--- src/rtl/ilo_pkg.sv ---
package ilo_pkg;

    // Data memory geometry
    localparam int          ADDR_W        = 12;
    localparam int          DATA_W        = 8;
    localparam int          INSN_W        = 16;

    // Indexed window: access-bank operands up to this value are offsets
    localparam logic [7:0]  OFFSET_MAX    = 8'h5F;
    localparam logic [7:0]  ALL_ONES      = 8'hFF;
    localparam logic [11:0] PTR_RESET     = 12'h000;
    localparam logic [7:0]  BYTE_ZERO     = 8'h00;
    localparam logic [11:0] ACCESS_HI_BASE = 12'hF00;

    // Opcode fields
    localparam logic [5:0]  OPC_ADD       = 6'h09;   // 0010 01
    localparam logic [3:0]  OPC_BITSET    = 4'h8;    // 1000
    localparam logic [7:0]  OPC_SETALL    = 8'h68;   // 0110 1000
    localparam int          ADD_OPC_LSB   = 10;
    localparam int          BIT_OPC_LSB   = 12;
    localparam int          DEST_BIT      = 9;
    localparam int          ACCESS_BIT    = 8;
    localparam int          BITPOS_LSB    = 9;

    // Operation kinds
    typedef enum logic [1:0] {
        OP_NONE   = 2'b00,
        OP_ADD    = 2'b01,
        OP_BITSET = 2'b10,
        OP_SETALL = 2'b11
    } op_t;

    // Per-instruction phases, Gray coded
    typedef enum logic [1:0] {
        PH_DECODE  = 2'b00,
        PH_READ    = 2'b01,
        PH_PROCESS = 2'b11,
        PH_WRITE   = 2'b10
    } phase_t;

    // Decoded instruction
    typedef struct packed {
        op_t         op;
        logic        to_file;
        logic [2:0]  bitpos;
        logic [11:0] addr;
    } decoded_t;

    // Status flags
    typedef struct packed {
        logic neg;
        logic ovf;
        logic zero;
        logic dcarry;
        logic carry;
    } flags_t;

    // Data memory request
    typedef struct packed {
        logic        we;
        logic [11:0] addr;
        logic [7:0]  wdata;
    } mem_req_t;

endpackage

--- src/rtl/ilo_decode.sv ---
`timescale 1ns/1ps

// Decodes one instruction word into an indexed operation and its address.
module ilo_decode (
    input  wire logic [15:0]      insn,
    input  wire logic             ext_en,
    input  wire logic [11:0]      frame_ptr,
    input  wire logic [3:0]       bank_sel,
    output ilo_pkg::decoded_t     dec
);
    import ilo_pkg::*;

    logic [7:0] operand;    // Low byte: file address or offset
    logic       indexed;    // Operand reinterpreted as offset

    // Pattern match and address formation
    always_comb begin
        operand     = insn[7:0];
        dec.op      = OP_NONE;
        dec.to_file = insn[DEST_BIT];
        dec.bitpos  = insn[BITPOS_LSB +: 3];
        // Only extended mode, access bit clear and offset in window
        indexed = ext_en && !insn[ACCESS_BIT] && (operand <= OFFSET_MAX);
        if (insn[INSN_W-1 -: 6] == OPC_ADD) begin
            dec.op = OP_ADD;
        end else if (insn[INSN_W-1 -: 4] == OPC_BITSET) begin
            dec.op      = OP_BITSET;
            // Bit position overlays the add's destination bit; always memory
            dec.to_file = 1'b1;
        end else if (insn[INSN_W-1 -: 8] == OPC_SETALL) begin
            dec.op      = OP_SETALL;
            dec.to_file = 1'b1;
        end
        if (indexed) begin
            // Pointer plus offset; zero pointer lands on low access RAM
            dec.addr = frame_ptr + {4'h0, operand};
        end else if (!insn[ACCESS_BIT]) begin
            // Literal access bank: operands up to 5Fh RAM, above that special registers
            dec.addr = (operand <= OFFSET_MAX) ? {4'h0, operand}
                                               : (ACCESS_HI_BASE | {4'h0, operand});
        end else begin
            dec.addr = {bank_sel, operand};
        end
    end

endmodule

--- src/rtl/indexed_literal_offset_exec.sv ---
`timescale 1ns/1ps

// Function
// - Small access operands become frame-pointer offsets
// - Indexing needs enable, access clear, operand<=5Fh
// - Zero frame pointer maps original access bank
// - Indexed add: working plus byte at offset
// - Destination bit: 0 working, 1 memory
// - Add sets flags; set instructions keep flags
// - Bit set changes only chosen bit
// - Bit set pattern 1000 bbb0 plus offset
// - Set-all-ones writes FFh at offset
// - Set-all-ones pattern 0110 1000 plus offset
// - Extended enable defaults off after reset
module indexed_literal_offset_exec (
    // Clock and synchronous reset
    input  wire logic                CLK,
    input  wire logic                RST,
    // Configuration
    input  wire logic                EXTENDED_SET_ENABLE,
    // Instruction stream
    input  wire logic [15:0]         INSN,
    input  wire logic                INSN_VALID,
    // Addressing context
    input  wire logic [11:0]         STACK_FRAME_POINTER,
    input  wire logic [3:0]          BANK_SELECT,
    // Data memory
    input  wire logic [7:0]          MEM_RDATA,
    output ilo_pkg::mem_req_t        MEM_REQ,
    // Core state
    output logic [7:0]               WORKING,
    output ilo_pkg::flags_t          FLAGS,
    // Handshake
    output logic                     INSN_READY,
    output logic                     INSN_DONE
);
    import ilo_pkg::*;

    // Instruction sequence, one phase per clock:
    //   Decode:  a presented word is matched and its address formed
    //   Read:    the operand byte is taken from the data memory
    //   Process: the result and, for the add, the flags are formed
    //   Write:   the result goes to memory or to the working register
    // The four phases stand in for one instruction cycle of the core,
    // so a new word is accepted every fourth clock at best.
    // Data memory must answer combinationally to the held address;
    // a registered memory would hand back the byte one phase late.
    // There is no forwarding: a write is launched on the edge that returns the
    // sequencer to decode and lands on the next edge, before the next word's read, so the next word always sees fresh data.
    // The frame pointer is sampled only at decode and may change freely
    // while an instruction is in flight.
    // Words that are not one of the three indexed forms are ignored and
    // the sequencer stays in decode; the rest of the instruction set is
    // handled elsewhere in the core.
    // Bit set and set-all-ones never change the working register or flags.

    // Sequencer state
    phase_t     phase_q, phase_d;         // Instruction phase
    decoded_t   dec_now;                  // Decode of the presented word
    decoded_t   dec_q, dec_d;             // Held decode

    // Datapath state of the instruction in flight
    logic [7:0] opnd_q, opnd_d;           // Operand byte read
    logic [7:0] result_q, result_d;       // Processed result

    // Programmer-visible state
    logic [7:0] work_q, work_d;           // Working register
    flags_t     flags_q, flags_d;         // Status flags

    // Memory side and handshake
    // The enable passes through a flop; a change takes effect one edge later
    mem_req_t   req_q, req_d;             // Memory request register
    logic       ext_q, ext_d;             // Captured extended enable
    logic       done_q, done_d;           // Completion pulse

    // Combinational arithmetic
    logic [8:0] sum;                      // Add with carry out
    logic [4:0] nib;                      // Low nibble add
    logic [7:0] bitmask;                  // One-hot bit mask

    // Shared decoder
    // It sees the registered enable, so the enable in force for a word is
    // the one that stood at the edge before that word was taken.
    ilo_decode u_decode (
        .insn      (INSN),
        .ext_en    (ext_q),
        .frame_ptr (STACK_FRAME_POINTER),
        .bank_sel  (BANK_SELECT),
        .dec       (dec_now)
    );

    // New words only accepted in decode phase
    // Ready is combinational from the phase register; a word presented
    // while it is low is not taken, and nothing reports the refusal.
    assign INSN_READY = (phase_q == PH_DECODE);
    // Every other output comes straight from a flop
    assign MEM_REQ    = req_q;
    assign WORKING    = work_q;
    assign FLAGS      = flags_q;
    assign INSN_DONE  = done_q;

    // Arithmetic helpers
    // Formed from registered values only, never from the ports
    always_comb begin
        // Ninth bit of the sum is the carry
        sum     = {1'b0, work_q} + {1'b0, opnd_q};
        // Low-nibble sum gives the digit carry
        nib     = {1'b0, work_q[3:0]} + {1'b0, opnd_q[3:0]};
        // One-hot mask of the bit to set
        bitmask = 8'h01 << dec_q.bitpos;
    end

    // Next-state logic of the instruction sequencer
    // Every register but the captured enable holds unless a phase below says otherwise;
    // the write strobe and the done pulse default low, so each can only ever last one cycle.
    always_comb begin
        phase_d  = phase_q;
        dec_d    = dec_q;
        opnd_d   = opnd_q;
        result_d = result_q;
        work_d   = work_q;
        flags_d  = flags_q;
        req_d    = req_q;
        // Enable is resampled every cycle, in any phase
        ext_d    = EXTENDED_SET_ENABLE;
        done_d   = 1'b0;
        // Strobe defaults low
        req_d.we = 1'b0;
        // Gray-coded phases: one bit flips per step
        case (phase_q)
            PH_DECODE: begin
                // Ignore words that are not one of the indexed forms
                // Pointer and bank are folded into the address here; later
                // changes to them do not disturb the instruction in flight.
                if (INSN_VALID && dec_now.op != OP_NONE) begin
                    // Hold the whole decode; the word may change after this edge
                    dec_d      = dec_now;
                    req_d.addr = dec_now.addr;
                    phase_d    = PH_READ;
                end
            end
            PH_READ: begin
                // Memory answers combinationally to the held address
                // A registered memory would need an extra phase here
                opnd_d  = MEM_RDATA;
                phase_d = PH_PROCESS;
            end
            PH_PROCESS: begin
                case (dec_q.op)
                    OP_ADD: begin
                        result_d       = sum[7:0];
                        // Flags are only touched on this path
                        flags_d.carry  = sum[8];
                        flags_d.dcarry = nib[4];
                        flags_d.zero   = (sum[7:0] == BYTE_ZERO);
                        flags_d.neg    = sum[7];
                        // Like-signed operands giving the other sign overflow
                        flags_d.ovf    = (work_q[7] == opnd_q[7]) && (sum[7] != work_q[7]);
                    end
                    OP_BITSET: begin
                        // Other bits of the byte pass through untouched
                        result_d = opnd_q | bitmask;
                    end
                    default: begin
                        // Only set-all-ones reaches here; operand is unused
                        result_d = ALL_ONES;
                    end
                endcase
                // Result is held a phase so the write sees a settled value
                phase_d = PH_WRITE;
            end
            default: begin
                // Write phase: destination select
                // Bit set and set-all-ones always name memory; only the add
                // may send its sum to the working register.
                if (dec_q.to_file) begin
                    req_d.we    = 1'b1;
                    req_d.wdata = result_q;
                end else begin
                    work_d = result_q;
                end
                // Done rises with the write; ready returns in the same cycle
                done_d  = 1'b1;
                phase_d = PH_DECODE;
            end
        endcase
    end

    // Registers only; enable falls back to off on reset
    // Reset is synchronous; every register returns to a constant, and a
    // word in flight is dropped without a write.
    always_ff @(posedge CLK) begin
        if (RST) begin
            // Sequencer
            phase_q  <= PH_DECODE;
            dec_q    <= '0;
            // Datapath
            opnd_q   <= BYTE_ZERO;
            result_q <= BYTE_ZERO;
            // Visible state
            work_q   <= BYTE_ZERO;
            flags_q  <= '0;
            // Memory side and handshake
            req_q    <= '0;
            ext_q    <= 1'b0;
            done_q   <= 1'b0;
        end else begin
            // Sequencer
            phase_q  <= phase_d;
            dec_q    <= dec_d;
            // Datapath
            opnd_q   <= opnd_d;
            result_q <= result_d;
            // Visible state
            work_q   <= work_d;
            flags_q  <= flags_d;
            // Memory side and handshake
            req_q    <= req_d;
            ext_q    <= ext_d;
            done_q   <= done_d;
        end
    end

endmodule

--- config.mk ---
export PLATFORM = sky130hd
export DESIGN_NAME = indexed_literal_offset_exec
export DESIGN_NICKNAME = d
export VERILOG_FILES = /design/src/rtl/ilo_pkg.sv /design/src/rtl/ilo_decode.sv /design/src/rtl/indexed_literal_offset_exec.sv
export SDC_FILE = /design/constraint.sdc
export NUM_CORES = 1
export LEC_CHECK = 0
export ABC_CLOCK_PERIOD_IN_PS = 4900
export BUFFER_PORTS_ARGS = -buffer_cell sky130_fd_sc_hd__buf_4
export CAP_MARGIN = 20
export CORE_MARGIN = 1.5
export CORE_UTILIZATION = 50
export CTS_BUF_LIST = sky130_fd_sc_hd__clkbuf_8
export DETAILED_ROUTE_END_ITERATION = 16
export GPL_TIMING_DRIVEN = 0
export PLACE_DENSITY = 0.76
export SETUP_SLACK_MARGIN = 0.4
export SLEW_MARGIN = 20
export SYNTH_ARGS = -nofsm -noshare
export SYNTH_HDL_FRONTEND = slang
export SYNTH_SLANG_ARGS = --single-unit
--- constraint.sdc ---
create_clock -name CLK -period 4.9 [get_ports CLK]
set_input_delay 0.735 -clock CLK [delete_from_list [all_inputs] [get_ports CLK]]
set_output_delay 0.735 -clock CLK [all_outputs]
set_load 0.02 [all_outputs]
### Yosys cells after proc, flatten, opt, wreduce, memory -nomap -nowiden

Index checks and enable logic that the tools add are counted.

* register bits after elaboration: 60
* input bits: 44
* output and inout bits: 36
* logic and storage cells: 61

* $add $sub $neg: 3
* order comparisons: 1
* equal/unequal tests: 10
* shift-type cells: 1
* mux-type cells: 12
* bitwise logic cells: 3
* reductions and logical operators: 14

Operator list (number)
* 12-bit 2-to-1 mux: 3
* 8-bit one-hot mux with 2 select lines: 1
* 12-bit by 8-bit adder with 12-bit output: 1
* 8-bit by 8-bit adder with 9-bit output: 1
* 8-bit by 7-bit equality test with 1-bit output, second input constant: 1
* 8-bit by 7-bit less-or-equal comparator with 1-bit output, second input constant: 1
* 8-bit logical NOT: 1
* 8-bit OR: 1
* 2-bit AND reduction: 4
* 1-bit by 3-bit left shift with 8-bit output, first input constant: 1
* 6-bit by 4-bit equality test with 1-bit output, second input constant: 1
* 3-bit 2-to-1 mux: 2
* 2-bit one-hot mux with 3 select lines: 1
* 4-bit by 4-bit adder with 5-bit output: 1
* 2-bit by 1-bit equality test with 1-bit output, second input constant: 2
* 2-bit equality test, second input constant: 2
* 4-bit equality test, second input constant: 1
* 1-bit logical AND: 4
* 2-bit 2-to-1 mux: 2
* 4-bit OR reduction: 1
* 1-bit 2-to-1 mux: 3
* 3-bit OR reduction: 1
* 2-bit logical NOT: 1
* 2-bit by 1-bit inequality test with 1-bit output, second input constant: 1
* other kinds (5): 6

### Depth between registers and ports, before layout

Gate-level depths: netlist (run 1).

* depth after elaboration: 8
* depth in mapped cells: 9
* mapped depth without buffers: 9

### By module

Synthesis (run 1) repeated with hierarchy kept, for this count alone.

* cells, all modules: 402
* area, all modules: 3374.5 um2

Modules (own cells, without submodules)
* indexed_literal_offset_exec: instances 1, cells each 299, area each 2630.0 um2, sequential area each 1201.2 um2
* ilo_decode: instances 1, cells each 103, area each 744.5 um2, sequential area each 0.0 um2

### Worst setup path before layout (run 1)

Ideal clock, no wire load.

* kind: in2reg
* start: input INSN[0]
* end: register req_q (netlist bit MEM_REQ[18])
* library setup time: 134 ps
* data arrival time: 2092 ps
* data required time: 4766 ps
* setup slack: 2674 ps
* stages on the path: 9
* buffers on the path: 0
* path through: ha_1 -> inv_1 -> fa_1 -> nor2b_1 -> o21ai_0 -> nand2_1 -> a311oi_1 -> nor4_1 -> a211oi_1

* longest elaborated chain between the ends: 4
* elaborated cells between the ends (all ways): 6
* classes of those cells: 1 x add/sub; 1 x order compare; 3 x mux; 1 x reduce/logical

RTL lines
* start, declared: RTL line indexed_literal_offset_exec.sv:22 `input wire logic [15:0] INSN,`
* 8-bit by 7-bit less-or-equal comparator with 1-bit output: RTL line ilo_decode.sv:23, ilo_decode.sv:39
* 12-bit 2-to-1 mux: RTL line ilo_decode.sv:39 `dec.addr = (operand <= OFFSET_MAX) ? {4'h0, operand}`
* 12-bit 2-to-1 mux: RTL line ilo_decode.sv:37 `end else if (!insn[ACCESS_BIT]) begin`
* 12-bit 2-to-1 mux (*): RTL line ilo_decode.sv:34 `if (indexed) begin`
* end signal, assigned: RTL line indexed_literal_offset_exec.sv:218 `req_q <= req_d;`
* end, declared: RTL line indexed_literal_offset_exec.sv:72 `mem_req_t req_q, req_d;`

Every way passes the cells marked *; elsewhere a longest branch is shown, timed or not.
A chain may end at the register's enable or synchronous reset.

### Worst setup path after layout (run 1)

* start: register opnd_q[0]
* end: register result_q[6]

* longest elaborated chain between the ends: 2

RTL lines
* start, declared: RTL line indexed_literal_offset_exec.sv:63 `logic [7:0] opnd_q, opnd_d;`
* start signal, assigned: RTL line indexed_literal_offset_exec.sv:212 `opnd_q <= opnd_d;`
* 8-bit by 8-bit adder with 9-bit output: RTL line indexed_literal_offset_exec.sv:106 `sum = {1'b0, work_q} + {1'b0, opnd_q};`
* 8-bit one-hot mux with 2 select lines: RTL line indexed_literal_offset_exec.sv:149 `case (dec_q.op)`
* end signal, assigned: RTL line indexed_literal_offset_exec.sv:213 `result_q <= result_d;`
* end, declared: RTL line indexed_literal_offset_exec.sv:64 `logic [7:0] result_q, result_d;`

Every way passes these cells.

==> results.toml, run 1 <==
[status]
outcome = "complete, no violations"

[hold_path]
hold_depth = 2
min_to = "FLAGS[3]"
hp-start = "FLAGS[3]"
hp-class = "reg2reg"

[yosys]
synth_top_flop_cell = "dfxtp_1"
synthSimpleGateAreaFrac = 0.1847
synth_fa_ha_area_frac = 0.08262
ys_top_cells_by_area = "dfxtp_1 37%, mux2i_1 10%, nor2_1 7.5%, ha_1 7.0%, a21oi_1 3.1%"
syn_area_sq_mm = 0.003211
synthMuxAreaShare = 0.09977
synth-edff-count = 0
syn-instance-count = 364
synth-seq-area-share = 0.3741
yosys.area.top_type = "dfxtp_1"
synth_compound_area_frac = 0.1711
syn_area_per_cell_sq_um = 8.820
synth_seq_cells = 60
synth-xor-area-share = 0.03819
synth_top_family_by_area = "simple AND/OR/NAND/NOR gates"
synth_top_area_share = 0.3741
ys.warnings.count = 0
synth_async_sr_flop_share = 0
synthDistinctLibCells = 52
synth_nets = 428

[clocking]
cts.path.max_buffers = 2
clk_pin_slew_ns = 0.07
numCtsBuffers = 9
htree_levels = 3
cts.repair.resized = 0
cts_sinks = 60
post_cts_buffers = 0
clkLatencyLatePin_ns = 0.34
ctsRootBufferMaster = "clkbuf_8"
hold_buffers = 0
tritoncts = "built"

[worst_setup_path]
crit_path_start_kind = "flip-flop"
cp_max_fo = 3
required_ns = 5.15
worstSetupPathType = "reg2reg"
arrival_ns = 2.51
crit_path_end_kind = "flip-flop"
r2r-start = "opnd_q[0]"
r2r-end = "result_q[6]"
rrSetupSlack_ns = 2.64
reg2reg_depth = 8

[die]
start_util = 0.5115
core_area_sq_mm = 0.006277
die_w_um = 83.13
num_io_pins = 80
dieArea_sq_mm = 0.006911
std_cell_rows = 29
die_h_um = 83.13

[global_route]
grt_use_total = 0.2466
grt_max_degree = 11
antenna_found_initial = 0
grt_pass1_vias = 2849
grt-ovfl-total = 0
grt_pass1_wl_um = 13650

[drt]
antenna_left = 0
drc_errors = 0
vias_per_cell = 5.460
dr.pass1.iters = 5
routedWlPerCell_um = 15.35
dr_total_vias = 2921
routed_wl_um = 8214
drtIter0Drc = 126

[timing]
finalMaxSlewViolations = 0
fin_skew_ns = 0.005509
grt_setup_unrepaired = "false"
post-route-min-period_ns = 2.264
holdWs_ns = 0.4608
slew_headroom = 0.5723
min_period_over_period = 0.4620
fmax_mhz = 441.7
setup_viol = 0
fin_setup_tns_ns = 0
hold_viol = 0
tightest_slew_ns = 0.6416

[final_layout]
stdcell_area_sq_mm = 0.004143
fin_nets = 517
drive_gt1_frac = 0.2336
fin_util = 0.6600
final_common_cell = "buf_4"
syn_to_final_growth_pct = 29.03
final_cell_mix = "78 x buf_4, 64 x nor2_1, 60 x dfxtp_1, 32 x mux2i_1, 21 x nand2_1"
antenna_cells = 0
final_cell_count_no_fill = 535

[placement]
placed_cells = 519
globalplace.congestion = 0.8918
portBuffers = 78
place_area_sq_mm = 0.003892
post-dp-hpwl_um = 6450

[power_and_ir_drop]
power_density_mw_per_mm2 = 285.5
p_leak_uw = 0.001852
ir_drop_mv = 0.2136

[flow_run]
drv_cap = 0
[worst max-delay path by stage]
stage	start	to	slack, ns	depth (start not counted)
after CTS	INSN[0]	MEM_REQ[18]	2.64	10
final	opnd_q[0]	result_q[6]	2.64	8
after global placement	INSN[0]	MEM_REQ[18]	2.34	10
after global routing	INSN[0]	MEM_REQ[18]	2.43	10
after floorplan	INSN[0]	MEM_REQ[18]	2.67	9
after detailed placement	INSN[0]	MEM_REQ[18]	2.30	10
[per-layer routing]
metal,share of wire,global-route usage
met5,0,0
met4,0.019,0.09394
met3,0.050,0.05268
met2,0.48,0.4205
met1,0.45,0.3049
[registers in the layout, summed over array words and instances (netlist names)]
register	flops
FLAGS	5
opnd_q	8
result_q	8
MEM_REQ	21
ext_q	1
INSN_DONE	1
dec_q	6
phase_q	2
WORKING	8
[per-stage QoR]
stage / power, uW / setup slack [ns]
4_1_cts: 1188 / 2.644
3_3_place_gp: 635.1 / 2.341
2_1_floorplan: 582.6 / 2.674
3_5_place_dp: 638.2 / 2.300
6_report: 1183 / 2.636
5_1_grt: 1229 / 2.428
[synthesized netlist by cell type (2+ instances only)]
master and instances:
ha_1 18, mux2i_1 32, nor2b_1 8, fa_1 2, or3_1 2, and3_1 4, a31oi_1 2, buf_6 2
a21oi_1 20, inv_1 13, nor3_1 5, o21ai_0 13, a211oi_1 13, clkbuf_1 14, buf_2 3, o21bai_1 2
o22ai_1 3, nor4_1 2, a311oi_1 11, a21o_1 5, dfxtp_1 60, nand3_1 2, o21ai_1 2, xor2_1 8
nor3b_1 2, nand2_1 21, nand3b_1 2, nor2_1 64, xnor2_1 6
[kinds of logic (layout without fill, tap and decap cells)]
group,after synthesis,in the layout
AOI/OAI and AO/OA,81,81
xor gates and xnor gates,14,14
adders and majority gates,20,20
buffers and inverters,33,127
DFF,60,60
muxes,32,32
and+or+nand+nor,124,124
[critical path: stages, from the launching register on]
cell      delay (ns)
dfxtp_1         0.34
ha_1            0.23
fa_1            0.42
a211oi_1        0.31
o21bai_1        0.14
a21oi_1         0.23
xnor2_1         0.17
nand2_1         0.07
a311oi_1        0.25
[report_power, final]
group          switching [uW]  internal, uW
logic                    68.5          61.4
clock network             192           363
registers                4.65           494
[final cells by class]
| class | instances | area (sq um) |
|---|---|---|
| Fill cell | 550 | 2135 |
| Multi-Input combinational cell | 271 | 1851 |
| Sequential cell | 60 | 1201 |
| Timing Repair Buffer | 78 | 585.6 |
| Clock buffer | 11 | 151.4 |
| Buffer | 20 | 110.1 |
| Clock inverter | 5 | 98.84 |
| Tap cell | 77 | 96.34 |
| Inverter | 13 | 48.80 |
Power figures use the tool's default switching activity.
==> inputs of run 2 (changes only) <==
--- a/config.mk
+++ b/config.mk
@@ -5,7 +5,8 @@
 export SDC_FILE = /design/constraint.sdc
 export NUM_CORES = 1
 export LEC_CHECK = 0
-export ABC_CLOCK_PERIOD_IN_PS = 4900
+export ABC_AREA = 1
+export ABC_CLOCK_PERIOD_IN_PS = 1900
 export BUFFER_PORTS_ARGS = -buffer_cell sky130_fd_sc_hd__buf_4
 export CAP_MARGIN = 20
 export CORE_MARGIN = 1.5
@@ -13,7 +14,7 @@
 export CTS_BUF_LIST = sky130_fd_sc_hd__clkbuf_8
 export DETAILED_ROUTE_END_ITERATION = 16
 export GPL_TIMING_DRIVEN = 0
-export PLACE_DENSITY = 0.76
+export PLACE_DENSITY = 0.78
 export SETUP_SLACK_MARGIN = 0.4
 export SLEW_MARGIN = 20
 export SYNTH_ARGS = -nofsm -noshare
==> constraint.sdc (replaced) <==
create_clock -name CLK -period 1.9 [get_ports CLK]
set_input_delay 0.285 -clock CLK [delete_from_list [all_inputs] [get_ports CLK]]
set_output_delay 0.285 -clock CLK [all_outputs]
set_load 0.02 [all_outputs]
==> run 2 against run 1 <==
Against the previous run: synthesized cell count is 46% higher; non-clock buffer count is 4 higher; combinational power grew to 3.5 times the previous value; clock skew is 0.0010 ns higher; first-iteration DRC count is 52% higher; register-to-register slack worse by 2.4 ns; setup slack worse by 2.4 ns; critical path type unchanged; synthesized area is 9.8% higher; cell area is 13% higher; clock-buffer cell count is 2 lower; clock power is 100% higher; sequential share of layout area is 3.0 points lower.
==> results.toml, run 2 <==
[yosys]
yosys-top-cells-count = "123 x nand2_1, 80 x inv_1, 64 x a21oi_1"
synthDistinctLibCells = 32
synth_nets = 596
ys.warnings.count = 0
syn_area_sq_mm = 0.003525
synth_seq_cells = 60
synth_top_area_share = 0.3408
synth-edff-count = 0
ys_top_cells_by_area = "dfxtp_1 34%, nand2_1 13%, a21oi_1 9.1%, inv_1 8.5%, ha_1 6.4%"
yosys.area.top_type = "dfxtp_1"
syn-instance-count = 532
synth_top_flop_cell = "dfxtp_1"
syn_area_per_cell_sq_um = 6.625
synth-seq-area-share = 0.3408
yosysMostFrequentCell = "nand2_1"
synth_async_sr_flop_share = 0

[clocking]
cts.path.max_buffers = 2
clk_pin_slew_ns = 0.07
tritoncts = "built"
numCtsBuffers = 9
cts_sinks = 60
clkLatencyLatePin_ns = 0.34
ctsRootBufferMaster = "clkbuf_8"
htree_levels = 3

[worst_setup_path]
arrival_ns = 1.97
crit_path_start_kind = "flip-flop"
r2r-end = "FLAGS[2]"
crit_path_end_kind = "flip-flop"
reg2reg_depth = 8
required_ns = 2.17
worstSetupPathType = "reg2reg"
cp_max_fo = 3
rrSetupSlack_ns = 0.20
r2r-start = "WORKING[0]"

[timing]
finalMaxSlewViolations = 0
fin_setup_tns_ns = 0
fin_skew_ns = 0.006537
slew_headroom = 0.6203
min_period_over_period = 0.8933
hold_viol = 0
tightest_slew_ns = 0.5696
setup_viol = 0
grt_setup_unrepaired = "true"
post-route-min-period_ns = 1.697
fmax_mhz = 589.2

[die]
core_area_sq_mm = 0.006794
start_util = 0.5188
die_w_um = 86.96
die_h_um = 86.96
num_io_pins = 80
std_cell_rows = 30
dieArea_sq_mm = 0.007562

[final_layout]
drive_gt1_frac = 0.2520
nFillCells = 588
fin_nets = 694
fin_util = 0.6891
multi_input_area_sq_mm = 0.002106
final_common_cell = "nand2_1"
seqCellArea_sq_mm = 0.001215
stdcell_area_sq_mm = 0.004682
syn_to_final_growth_pct = 32.84
largest_reg_flops = 21
final_cell_mix = "117 x nand2_1, 89 x buf_4, 82 x inv_1, 57 x a21oi_1, 51 x dfxtp_1"
antenna_cells = 0

[global_route]
grt_pass1_vias = 3563
antenna_found_initial = 0
grt_max_degree = 11
grt_pass1_wl_um = 16100
grt_use_total = 0.2693
grt-ovfl-total = 0

[flow_run]
drv_cap = 0

[placement]
post-dp-hpwl_um = 7435
place_area_sq_mm = 0.004259
globalplace.congestion = 0.9135
portBuffers = 78

[drt]
dr_total_vias = 3824
drc_errors = 0
routed_wl_um = 10010
routedWlPerCell_um = 13.70
drtIter0Drc = 192
vias_per_cell = 5.231
dr.pass1.iters = 5
antenna_left = 0

[power_and_ir_drop]
p_sw_uw = 790.6
combPwrFrac = 0.158
power_density_mw_per_mm2 = 610.3
clkPwrFrac = 0.387
seqPwrFrac = 0.455
p_total_uw = 2857
p_leak_uw = 0.002166
ir_drop_mv = 0.3365
intPower_uw = 2067
sw_frac_of_total = 0.2767

[hold_path]
min_to = "ext_q"
hp-start = "EXTENDED_SET_ENABLE"
hold_depth = 3
hp-class = "in2reg"

[status]
outcome = "complete, no violations"
==> run 2: cell types whose count changed after synthesis, sizes merged, moves of 8 or more <==
| cell | delta |
|---|---|
| a21oi | +43 |
| a211oi | -12 |
| nor2 | -15 |
| a311oi | -11 |
| clkbuf | -10 |
| inv | +70 |
| nand2 | +104 |
| o21ai | +27 |
| nor2b | -8 |
| nand3 | +37 |
| mux2i | -32 |
==> run 2: kinds of logic after synthesis <==
kind of cell	synth area share
and+or+nand+nor	0.2868
AOI/OAI and AO/OA	0.1668
buffers and inverters	0.1129
DFF	0.3408
adders and majority gates	0.07526
xor gates and xnor gates	0.01739
==> run 2: through the flow <==
stage | worst slack (ns) | std cells | hold WS, ns
after floorplan | 0.3426 | 532 | 0.3920
after global placement | 0.1204 | 706 | 0.4375
after detailed placement | 0.1030 | 706 | 0.4387
after CTS | 0.2495 | 725 | 0.1767
after global routing | 0.06709 | 731 | 0.1780
final | 0.2027 | 731 | 0.1778
==> run 2: final cells by class <==
| cell class | instances | share of cell area |
|---|---|---|
| timing repair buffer | 87 | 0.1403 |
| clock buffer | 9 | 0.02646 |
| buffer | 15 | 0.01897 |
| clock inverter | 7 | 0.01283 |
| tap | 96 | 0.02565 |
| inverter | 83 | 0.06654 |
| sequential | 60 | 0.2595 |
| multi-input combinational | 374 | 0.4498 |
==> run 2: worst max-delay path by stage <==
stage                     startpoint           to  slack [ns]  cells after the start
after floorplan           WORKING[0]     FLAGS[2]        0.34                      9
after global placement       INSN[0]  MEM_REQ[16]        0.12                     10
after detailed placement     INSN[0]  MEM_REQ[16]        0.10                     10
after CTS                 WORKING[0]     FLAGS[2]        0.25                      9
after global routing      WORKING[0]     FLAGS[2]        0.07                      9
final                     WORKING[0]     FLAGS[2]        0.20                      8
==> run 2: layer usage <==
layer	global-route usage	vias to the layer above	wire length (um)
met1	0.3465	1744	4367
met5	0	-	0
li1	-	1913	-
met2	0.4517	146	4886
met4	0.09677	0	194
met3	0.04739	21	564
==> run 2: power groups by stage <==
stage               Clock (uW)  Sequential (uW)  Combinational (uW)
floorplan                    0             1330                 246
detailed placement           0             1320                 417
global placement             0             1320                 410
finish                    1110             1300                 451
CTS                       1100             1300                 430
global route              1160             1300                 503
==> run 2: timing repair <==
action | in CTS | in global routing
buffers inserted | 3 | 6
setup endpoints to repair | 8 | 18
resized for setup | 12 | 26
hold buffers | 0 | 0
pin swaps | 2 | 10
==> run 2: critical path, cell delays in order, from the launching register on <==
cell and delay (ns):
dfxtp_4 0.35, ha_4 0.16, fa_2 0.41, xor2_2 0.18
nor2_1 0.12, nand3_1 0.08, nor2_1 0.10, nand3_1 0.11
a21oi_2 0.11
